--- config.mk ---
export PLATFORM = sky130hd
export DESIGN_NAME = ure_read_ctrl
export DESIGN_NICKNAME = d
export VERILOG_FILES = /design/src/core/ure_pkg.sv /design/src/core/ure_read_ctrl.sv /design/src/core/ure_eop_unit.sv
export SDC_FILE = /design/constraint.sdc
export NUM_CORES = 1
export LEC_CHECK = 0
export BUFFER_PORTS_ARGS = -buffer_cell sky130_fd_sc_hd__buf_2
export CAP_MARGIN = 40
export CORE_UTILIZATION = 31
export CTS_BUF_LIST = sky130_fd_sc_hd__clkbuf_16
export DETAILED_ROUTE_END_ITERATION = 10
export GPL_ROUTABILITY_DRIVEN = 0
export PLACE_DENSITY = 0.76
export SYNTH_ARGS = -nofsm -noshare
export SYNTH_HDL_FRONTEND = slang
export SYNTH_SLANG_ARGS = --single-unit
--- constraint.sdc ---
create_clock -name ref_clk -period 1.1 [get_ports ref_clk]
set_input_delay 0.22 -clock ref_clk [delete_from_list [all_inputs] [get_ports ref_clk]]
set_output_delay 0.22 -clock ref_clk [all_outputs]
set_load 0.02 [all_outputs]
--- src/core/ure_pkg.sv ---
// constants shared by the read-side bridge setting logic
package ure_pkg;

  // ***********************************************
  // register map (byte offsets on the bus)
  // ***********************************************
  localparam logic [3:0] ADDR_LINK_SET = 4'h0; // endpoint_link_setting
  localparam logic [3:0] ADDR_MST_SET = 4'h4;  // master_transfer_setting

  // ***********************************************
  // field positions
  // ***********************************************
  localparam int BIT_NULL_REQ = 0;    // null_packet_request
  localparam int BIT_EOP_EN = 4;      // read end-of-packet enable
  localparam int BIT_RUN_EN = 4;      // read_run_enable
  localparam int BIT_ABORT = 5;       // read_abort
  localparam int BIT_PATH_RST = 6;    // read_path_reset
  localparam int BIT_BURST_SEL = 8;   // burst type select

  // ***********************************************
  // reset values
  // ***********************************************
  localparam logic RST_EOP_EN = 1'h1;    // end-of-packet enabled
  localparam logic RST_BURST_SEL = 1'h0; // fixed eight-beat bursts

  // ***********************************************
  // system bus burst encodings
  // ***********************************************
  localparam logic [2:0] HBURST_SINGLE = 3'h0;
  localparam logic [2:0] HBURST_INCR = 3'h1;
  localparam logic [2:0] HBURST_INCR8 = 3'h5;

  // null packet sequencer, one-hot
  typedef enum logic [1:0] {
    NULL_IDLE = 2'h1,
    NULL_BUSY = 2'h2
  } ure_null_state_t;

endpackage

--- src/core/ure_read_ctrl.sv ---
// read-side setting registers and endpoint/bus controls of the bridge
//
// Contract
// eop enable at bit 4, resets to 1
// eop off: one-byte last word not forwarded
// eop off, two bytes: forward with eop low
// eop on: last word forwarded with eop high
// null request accepted only when endpoint empty
// null request drives flag, self-clears after packet
// software waits for null request clear
// burst select bit 8: INCR8 or INCR
// select affects burst beats, not singles
// software sets burst select before transfers
// abort stops reads, clears run enable
// path reset pulses, then self-clears
// unused bits ignore writes
`timescale 1ns/1ps
module ure_read_ctrl (
  input wire logic ref_clk,           // 40 MHz bus clock
  input wire logic reset_n,           // async reset, active low
  input wire logic wb_cyc_i,          // wishbone cycle
  input wire logic wb_stb_i,          // wishbone strobe
  input wire logic wb_we_i,           // wishbone write
  input wire logic [3:0] wb_adr_i,    // wishbone byte address
  input wire logic [3:0] wb_sel_i,    // wishbone byte lanes
  input wire logic [31:0] wb_dat_i,   // wishbone write data
  output logic [31:0] wb_dat_o,       // wishbone read data
  output logic wb_ack_o,              // wishbone acknowledge
  input wire logic epEmpty,           // read-side endpoint empty
  input wire logic nullDone,          // null packet sent, pulse
  input wire logic readDone,          // read transfer finished, pulse
  input wire logic wordStrobe,        // read word ready, pulse
  input wire logic wordIsLast,        // word is the last one
  input wire logic lastTwoBytes,      // last word has two bytes
  input wire logic beatIsBurst,       // next bus access is a burst
  output logic endpointNullDataFlag,  // null data toward usb core
  output logic epWrite,               // endpoint write pulse
  output logic epWriteEop,            // endpoint end-of-packet
  output logic readRunEnable,         // read transfers allowed
  output logic readAbortPulse,        // one-cycle abort to read path
  output logic readPathResetPulse,    // one-cycle read path reset
  output logic [2:0] hburst           // burst code for next access
);

  // ***********************************************
  // bus slave
  // ***********************************************
  logic ackR_r;              // ack flop
  logic [31:0] rdData_r;     // read data flop
  logic wrTake;              // write commits on the ack edge
  logic selLink;             // link register addressed
  logic selMst;              // master register addressed
  logic [31:0] rdMux;        // read data before the flop

  logic eopEnable_r;         // end-of-packet enable
  logic burstSel_r;          // burst type select
  logic runEnable_r;         // read run enable
  logic abort_r;             // abort pulse
  logic pathRst_r;           // path reset pulse, readable for a cycle
  logic [2:0] hburst_r;      // burst code flop
  ure_pkg::ure_null_state_t nullState_r; // null sequencer
  ure_pkg::ure_null_state_t nullState_nxt;

  assign selLink = (wb_adr_i == ure_pkg::ADDR_LINK_SET);
  assign selMst = (wb_adr_i == ure_pkg::ADDR_MST_SET);
  assign wrTake = wb_cyc_i & wb_stb_i & wb_we_i & ackR_r;

  // ack one cycle after the request, dropped the cycle after
  always_ff @(posedge ref_clk or negedge reset_n)
  begin
    if (!reset_n)
      ackR_r <= 1'b0;
    else
      ackR_r <= wb_cyc_i & wb_stb_i & ~ackR_r;
  end

  // read mux; unmapped and unused positions read zero
  always_comb
  begin
    rdMux = 32'h0000_0000;
    if (selLink)
    begin
      rdMux[ure_pkg::BIT_NULL_REQ] = (nullState_r == ure_pkg::NULL_BUSY);
      rdMux[ure_pkg::BIT_EOP_EN] = eopEnable_r;
    end
    else if (selMst)
    begin
      rdMux[ure_pkg::BIT_RUN_EN] = runEnable_r;
      rdMux[ure_pkg::BIT_PATH_RST] = pathRst_r;
      rdMux[ure_pkg::BIT_BURST_SEL] = burstSel_r;
    end
  end

  // sample read data together with the ack
  always_ff @(posedge ref_clk or negedge reset_n)
  begin
    if (!reset_n)
      rdData_r <= 32'h0000_0000;
    else if (wb_cyc_i & wb_stb_i & ~ackR_r)
      rdData_r <= rdMux;
  end

  // ***********************************************
  // setting bits
  // ***********************************************
  // only defined bits are stored; everything else is dropped
  always_ff @(posedge ref_clk or negedge reset_n)
  begin
    if (!reset_n)
    begin
      eopEnable_r <= ure_pkg::RST_EOP_EN;
      burstSel_r <= ure_pkg::RST_BURST_SEL;
    end
    else if (wrTake)
    begin
      if (selLink && wb_sel_i[0])
        eopEnable_r <= wb_dat_i[ure_pkg::BIT_EOP_EN];
      else if (selMst && wb_sel_i[1])
        burstSel_r <= wb_dat_i[ure_pkg::BIT_BURST_SEL];
    end
  end

  // abort and path reset are single-cycle strobes
  always_ff @(posedge ref_clk or negedge reset_n)
  begin
    if (!reset_n)
    begin
      abort_r <= 1'b0;
      pathRst_r <= 1'b0;
    end
    else
    begin
      abort_r <= wrTake & selMst & wb_sel_i[0] &
                 wb_dat_i[ure_pkg::BIT_ABORT];
      pathRst_r <= wrTake & selMst & wb_sel_i[0] &
                   wb_dat_i[ure_pkg::BIT_PATH_RST];
    end
  end

  // run enable: software sets, finish/abort/reset clear it;
  // a stop request beats a simultaneous start
  always_ff @(posedge ref_clk or negedge reset_n)
  begin
    if (!reset_n)
      runEnable_r <= 1'b0;
    else if (abort_r | pathRst_r | readDone)
      runEnable_r <= 1'b0;
    else if (wrTake & selMst & wb_sel_i[0] &
             wb_dat_i[ure_pkg::BIT_RUN_EN])
      runEnable_r <= 1'b1;
  end

  // ***********************************************
  // null packet sequencer
  // ***********************************************
  // a request while the endpoint holds data is ignored
  always_comb
  begin
    nullState_nxt = nullState_r;
    case (nullState_r)
      ure_pkg::NULL_IDLE:
        if (wrTake & selLink & wb_sel_i[0] & epEmpty &
            wb_dat_i[ure_pkg::BIT_NULL_REQ])
          nullState_nxt = ure_pkg::NULL_BUSY;
      ure_pkg::NULL_BUSY:
        // a fresh accepted request in the done cycle keeps it busy
        if (nullDone && !(wrTake & selLink & wb_sel_i[0] & epEmpty &
            wb_dat_i[ure_pkg::BIT_NULL_REQ]))
          nullState_nxt = ure_pkg::NULL_IDLE;
      default:
        nullState_nxt = ure_pkg::NULL_IDLE;
    endcase
  end

  // path reset also returns the sequencer to idle
  always_ff @(posedge ref_clk or negedge reset_n)
  begin
    if (!reset_n)
      nullState_r <= ure_pkg::NULL_IDLE;
    else if (pathRst_r)
      nullState_r <= ure_pkg::NULL_IDLE;
    else
      nullState_r <= nullState_nxt;
  end

  // ***********************************************
  // burst code
  // ***********************************************
  // select picks INCR or INCR8 for burst beats; singles always get SINGLE
  always_ff @(posedge ref_clk or negedge reset_n)
  begin
    if (!reset_n)
      hburst_r <= ure_pkg::HBURST_SINGLE;
    else if (!beatIsBurst)
      hburst_r <= ure_pkg::HBURST_SINGLE;
    else if (burstSel_r)
      hburst_r <= ure_pkg::HBURST_INCR;
    else
      hburst_r <= ure_pkg::HBURST_INCR8;
  end

  // ***********************************************
  // endpoint write decision
  // ***********************************************
  ure_eop_unit eopUnit (
    .ref_clk(ref_clk),
    .reset_n(reset_n),
    .eopEnable(eopEnable_r),
    .runEnable(runEnable_r),
    .wordStrobe(wordStrobe),
    .wordIsLast(wordIsLast),
    .lastTwoBytes(lastTwoBytes),
    .epWrite_r(epWrite),
    .epWriteEop_r(epWriteEop)
  );

  assign wb_ack_o = ackR_r;
  assign wb_dat_o = rdData_r;
  assign endpointNullDataFlag = (nullState_r == ure_pkg::NULL_BUSY);
  assign readRunEnable = runEnable_r;
  assign readAbortPulse = abort_r;
  assign readPathResetPulse = pathRst_r;
  assign hburst = hburst_r;
endmodule // ure_read_ctrl

--- src/core/ure_eop_unit.sv ---
// final-word forwarding decision toward the endpoint write port
`timescale 1ns/1ps
module ure_eop_unit (
  input wire logic ref_clk,      // bus clock
  input wire logic reset_n,      // async reset, active low
  input wire logic eopEnable,    // end-of-packet enable setting
  input wire logic runEnable,    // read transfer running
  input wire logic wordStrobe,   // one read word ready for endpoint
  input wire logic wordIsLast,   // this word ends the transfer
  input wire logic lastTwoBytes, // last word holds two bytes (else one)
  output logic epWrite_r,        // endpoint write pulse
  output logic epWriteEop_r      // end-of-packet flag with the write
);

  // forward while run is enabled, unless it is a one-byte last word with eop disabled
  logic forwardNxt;
  assign forwardNxt = wordStrobe & runEnable &
                      (~wordIsLast | eopEnable | lastTwoBytes);

  // ***********************************************
  // registered endpoint write
  // ***********************************************
  // eop only rides the last word, and only when enabled
  always_ff @(posedge ref_clk or negedge reset_n)
  begin
    if (!reset_n)
    begin
      epWrite_r <= 1'b0;
      epWriteEop_r <= 1'b0;
    end
    else
    begin
      epWrite_r <= forwardNxt;
      epWriteEop_r <= forwardNxt & wordIsLast & eopEnable;
    end
  end

endmodule // ure_eop_unit

# --- Yosys cells after proc, flatten, opt, wreduce, memory -nomap -nowiden ---
# Cells that the tools add are included.
totals:
  ff_bits: 17
  latchBits: 0
  mem_bits_rw: 0
  rom_bits: 0
  input_bits: 52
  output_inout_bits: 42
  elab_cells: 64
  n_memories: 0
op_classes:
  addsub: 0
  n_mul: 0
  n_div: 0
  order_cmp: 0
  n_eq_ne: 5
  n_shift: 0
  n_mux: 15
  n_bitwise: 24
  n_reduce_logical: 9
ops:
  columns: ["cell", "n"]
  rows:
  - ["$and A1 B1 Y1", 17]
  - ["$mux W1", 9]
  - ["$mux W2", 3]
  - ["$mux W3", 2]
  - ["$eq A4 B3 Y1 const B", 1]
  - ["$logic_not A4 Y1", 1]
  - ["$or A1 B1 Y1", 4]
  - ["$pmux W2 S2", 1]
  - ["$reduce_and A2 Y1", 2]
  - ["$logic_and A1 B1 Y1", 3]
  - ["$ne A3 B1 Y1 const B", 1]
  - ["$ne A3 B3 Y1 const B", 1]
  - ["$not A1 Y1", 3]
  - ["$reduce_and A3 Y1", 1]
  - ["$eq A2 B1 Y1 const B", 1]
  - ["$eq A2 B2 Y1 const B", 1]
  - ["$reduce_bool A2 Y1", 1]
  - ["$logic_not A1 Y1", 1]

# --- Longest topological paths before layout ---
depth:
  ltp_word: 12
  mapped_depth: 4
  mapped_depth_nobuf: 4

# --- Cells and area by module ---
# Synthesis repeated with hierarchy kept, for this count alone.
hier_totals:
  cells_unflattened: 80
  hier_area_um2: 905.9
by_module_without_submodules:
  columns: ["mod", "n_inst", "cells_each", "area_per_inst_um2", "seq_area_each_um2"]
  rows:
  - ["ure_read_ctrl", 1, 75, 832.0, 352.8]
  - ["ure_eop_unit", 1, 5, 73.8, 50.0]

# --- Worst setup path after synthesis ---
# Ideal clock, no wire load.
synth_timing:
  path_kind: "reg-to-reg"
  start: "register ackR_r, in the netlist wb_ack_o"
  end: "register nullState_r[0]"
  setup_ns: 0.084
  arrival_ns: 1.150
  required_time_ns: 1.016
  path_slack_ns: -0.134
  path_stages_with_launch: 4
  path_buffers: 0
  period_less_slack_ns: 1.234
  cell_sequence: "dfrtp_1 > and4_1 > nand4_1 > a221o_1"
synth_between:
  elab_chain_len: 9
  elab_cells_between_ends: 10
  classes_between: "eq/ne: 2; bitwise: 5; reduce/logical: 3"
synth_rtl:
  columns: ["element", "line_no", "source"]
  rows:
  - ["from (decl)", "ure_read_ctrl.sv:48", "logic ackR_r;"]
  - ["from (signal assigned)", "ure_read_ctrl.sv:74", "ackR_r <= wb_cyc_i & wb_stb_i & ~ackR_r;"]
  - ["$and A1 B1 Y1 (*)", "ure_read_ctrl.sv:66", "assign wrTake = wb_cyc_i & wb_stb_i & wb_we_i & ackR_r;"]
  - ["$and A1 B1 Y1 (*) (4 in a row)", "ure_read_ctrl.sv:162, ure_read_ctrl.sv:167", null]
  - ["$logic_not A1 Y1", "ure_read_ctrl.sv:167", "if (nullDone && !(wrTake & selLink & wb_sel_i[0] & epEmpty &"]
  - ["$logic_and A1 B1 Y1", "ure_read_ctrl.sv:167", null]
  - ["$ne A3 B1 Y1 (no source line)", null, null]
  - ["$reduce_and A2 Y1 (no source line) (*)", null, null]
  - ["to (signal assigned)", "ure_read_ctrl.sv:179", "nullState_r <= ure_pkg::NULL_IDLE;"]
  - ["to (signal assigned)", "ure_read_ctrl.sv:181", "nullState_r <= ure_pkg::NULL_IDLE;"]
  - ["to (signal assigned)", "ure_read_ctrl.sv:183", "nullState_r <= nullState_nxt;"]
  - ["to (decl)", "ure_read_ctrl.sv:61", "ure_pkg::ure_null_state_t nullState_r;"]
# Every way passes the cells marked *; elsewhere a longest branch is shown, timed or not.
# A chain may end at the register's enable or synchronous reset.

# --- Final worst setup path ---
layout_timing:
  start: "register nullState_r[0]"
  end: "output port endpointNullDataFlag"
layout_between:
  elab_chain_len: 1
layout_rtl:
  columns: ["element", "line_no", "source"]
  rows:
  - ["$eq A2 B2 Y1", "ure_read_ctrl.sv:219", "assign endpointNullDataFlag = (nullState_r == ure_pkg::NULL_BUSY);"]
  - ["to (decl)", "ure_read_ctrl.sv:36", "output logic endpointNullDataFlag,"]
# Every way passes these cells.

==> summary.txt <==
Detailed routing
  • Routed wire length: between 1.5 and 2 mm
  • Vias: approximately 660
  • Wire per inst: slightly above 10 um
  • DR DRC count: 0
  • Vias/cell: ~4.2
  • First-pass detailed-route iteration total: 4
  • Initial drt markers: 6
  • ANT nets after route: 0

STA
  • Hold slack: approximately 0.1 ns
  • Max Clock Freq: a little under 800 MHz
  • Worst clock skew: around 0.0044 ns
  • Final Cycle Share: 114%
  • Final min period: 1.26 ns
  • Setup Viol. Count Final: 2
  • RSZ-0062 raised after global routing: yes
  • Final hold violations: 0
  • Worst setup margin: -0.159 ns
  • Slew Limit Fails: 0

GRT
  • Largest net degree at the start of global routing: 17
  • First-pass GRT wire length: 2.57 mm
  • Number of global-route vias before repair: 592
  • Overall routing resource usage: a little over a tenth
  • Initial antenna violation count: 0
  • Grt ovf: 0

Logic synthesis
  • Post-synth cell types: 27
  • Most area-hungry cell type in the Yosys netlist: dfrtp_1
  • Seq/Total Area, Yosys: 45.4%
  • Synthesized netlist cell count: 83
  • Synth async-reset ratio: 100%
  • Most used DFF post-synth: dfrtp_1
  • Syn. warnings: 0
  • Cell Area, Synth: about 890 um2
  • Top-area cell type share of the netlist area: about two fifths
  • Synth top cells by count: 29 x buf_4, 14 x dfrtp_1, 5 x nand2_1
  • #FFs+latches synth: 16
  • Top-count cell post-synth: buf_4
  • Synth top area cells: dfrtp_1 39%, buf_4 25%, dfstp_2 5.9%
  • Avg Inst Size Synth: about 11 um2
  • Post-synth EDFFs: 0

Worst setup path
  • Kind of critical path: reg2out
  • WP data arrival: approximately 1.0 ns
  • Startpoint Class: flip-flop
  • Required time of the critical path: 0.88 ns
  • CP Capture Type: output pin
  • Crit-path max FO: 2

Status
  • Status: finished, violations left
  • Violated checks: negative setup slack

CTS
  • CTS tree: done
  • Clk Latency, worst-skew pair: 0.24 ns
  • Total CTS buffers: 3
  • CTS root buffer: clkbuf_16
  • Worst-path clk slew: around 0.050 ns
  • Clock Path Buffers: 2
  • Total clock sinks: 16
  • H-tree level count: 1

Place
  • I/O Buffers: 35
  • Hpwl dp: 1.25 mm
  • Placed cell count: between 150 and 200

Pwr
  • Pleak: roughly 0.00064 uW
  • Peak VDD IR: roughly 700 uV
  • PD cells: between 1000 and 1500 nW/um2

Cells and area
  • Ant diodes: 0
  • Filler-free cell count of the finished design: between 150 and 200
  • Synth-to-Final Area Change: 33.5%
  • Fraction of layout cells with a size suffix above 1: around half
  • Final net count: 181
  • Core Util, Final: a little over two fifths
  • # fillers: between 200 and 300

Die
  • Placeable Area: approximately 2700 um2
  • Die Area: 3080 um2
  • # IOs: between 90 and 100
  • Row count: 19
  • Die Height: about 56 um
  • Starting Density: 32.5%
  • DIE WIDTH: roughly 56 um

Min path
  • Hold Path Class: in2reg

Flow run
  • Max-cap viol count: 0
[stage by stage]
step                TNS, ns  power (uW)  worst slack, ns  instance area (um2)
global route         -0.510        1560           -0.199                 1190
floorplan           -0.0298         812          -0.0200                 1000
detailed placement    -1.27         807           -0.182                 1020
global placement      -1.12         803           -0.167                 1020
CTS                  -0.189        1510           -0.159                 1150
finish               -0.195        1500           -0.159                 1190
[what timing repair did]
| action | CTS | global route |
|---|---|---|
| gates resized for setup | 5 | 11 |
| gates cloned | 0 | 0 |
| setup endpoints to repair | 5 | 11 |
| hold endpoints to repair | 14 | 0 |
| setup buffers | 3 | 1 |
| hold buffers | 1 | 0 |
| pin swaps | 0 | 7 |
[path summary, 6_finish.rpt]
path,startpoint,end,slack (ns),cells after the start
max in group asynchronous,reset_n,nullState_r[0]$_DFFE_PN1P_,0.39,2
hold / removal,beatIsBurst,hburst[0]$_DFF_PN0_,0.10,1
setup / recovery,nullState_r[0]$_DFFE_PN1P_,endpointNullDataFlag,-0.16,3
hold reg to reg,readAbortPulse$_DFF_PN0_,readRunEnable$_DFFE_PN0P_,0.43,1
min in group asynchronous,reset_n,burstSel_r$_DFFE_PN0P_,0.41,2
setup reg to reg,wb_ack_o$_DFF_PN0_,nullState_r[0]$_DFFE_PN1P_,-0.04,3
[logic make-up after synthesis]
kind of cell	Yosys count	synth area share, %
buffers and inverters	31	25.4
multiplexers	2	2.54
other	1	0.422
AND/OR/NAND/NOR	24	18.7
flip-flops	16	45.4
AO/OA/AOI/OAI	9	7.61
[where the power goes]
group	switching (uW)	internal, uW	total (uW)
clock network	207	480	687
logic	149	55.8	205
registers	4.95	602	607
[cells in the final DEF (no fill, tap or decap), types with 2 or more instances in the layout]
cell	count
dfstp_2	2
nand2_2	2
nand2_1	3
o21ai_1	2
conb_1	29
mux2_2	2
nand3_2	2
dfrtp_1	12
nor2_1	2
clkbuf_16	3
buf_6	2
buf_4	5
and2_1	2
dfrtp_2	2
nand2b_1	2
a22o_1	2
buf_2	34
[flip-flops by register name (all words and copies together) (netlist names)]
register              flops
wb_dat_o                  4
hburst                    2
nullState_r               2
burstSel_r                1
eopEnable_r               1
eopUnit.epWriteEop_r      1
eopUnit.epWrite_r         1
readAbortPulse            1
readPathResetPulse        1
readRunEnable             1
wb_ack_o                  1
[critical path, stage by stage (launching register included)]
cell	delay, ns
dfstp_2	0.52
nand2b_4	0.13
inv_4	0.03
buf_6	0.12
[per-layer routing]
layer,vias up,part of all wire [%],track usage (%)
met1,299,37,12.2
met3,2,9.1,3.75
met5,-,0,0
met4,0,0.87,3.21
met2,46,53,19.4
li1,315,-,-
[layout make-up]
class	count	area [um2]	share of cell area (%)
Inverter	2	10.0	0.844
Multi-Input combinational cell	64	413	34.8
Clock buffer	3	75.1	6.33
Sequential cell	16	405	34.2
Tap cell	31	38.8	3.27
Clock inverter	1	3.75	0.316
Timing Repair Buffer	42	240	20.3
Note: power is estimated with default switching activity, not from simulation.
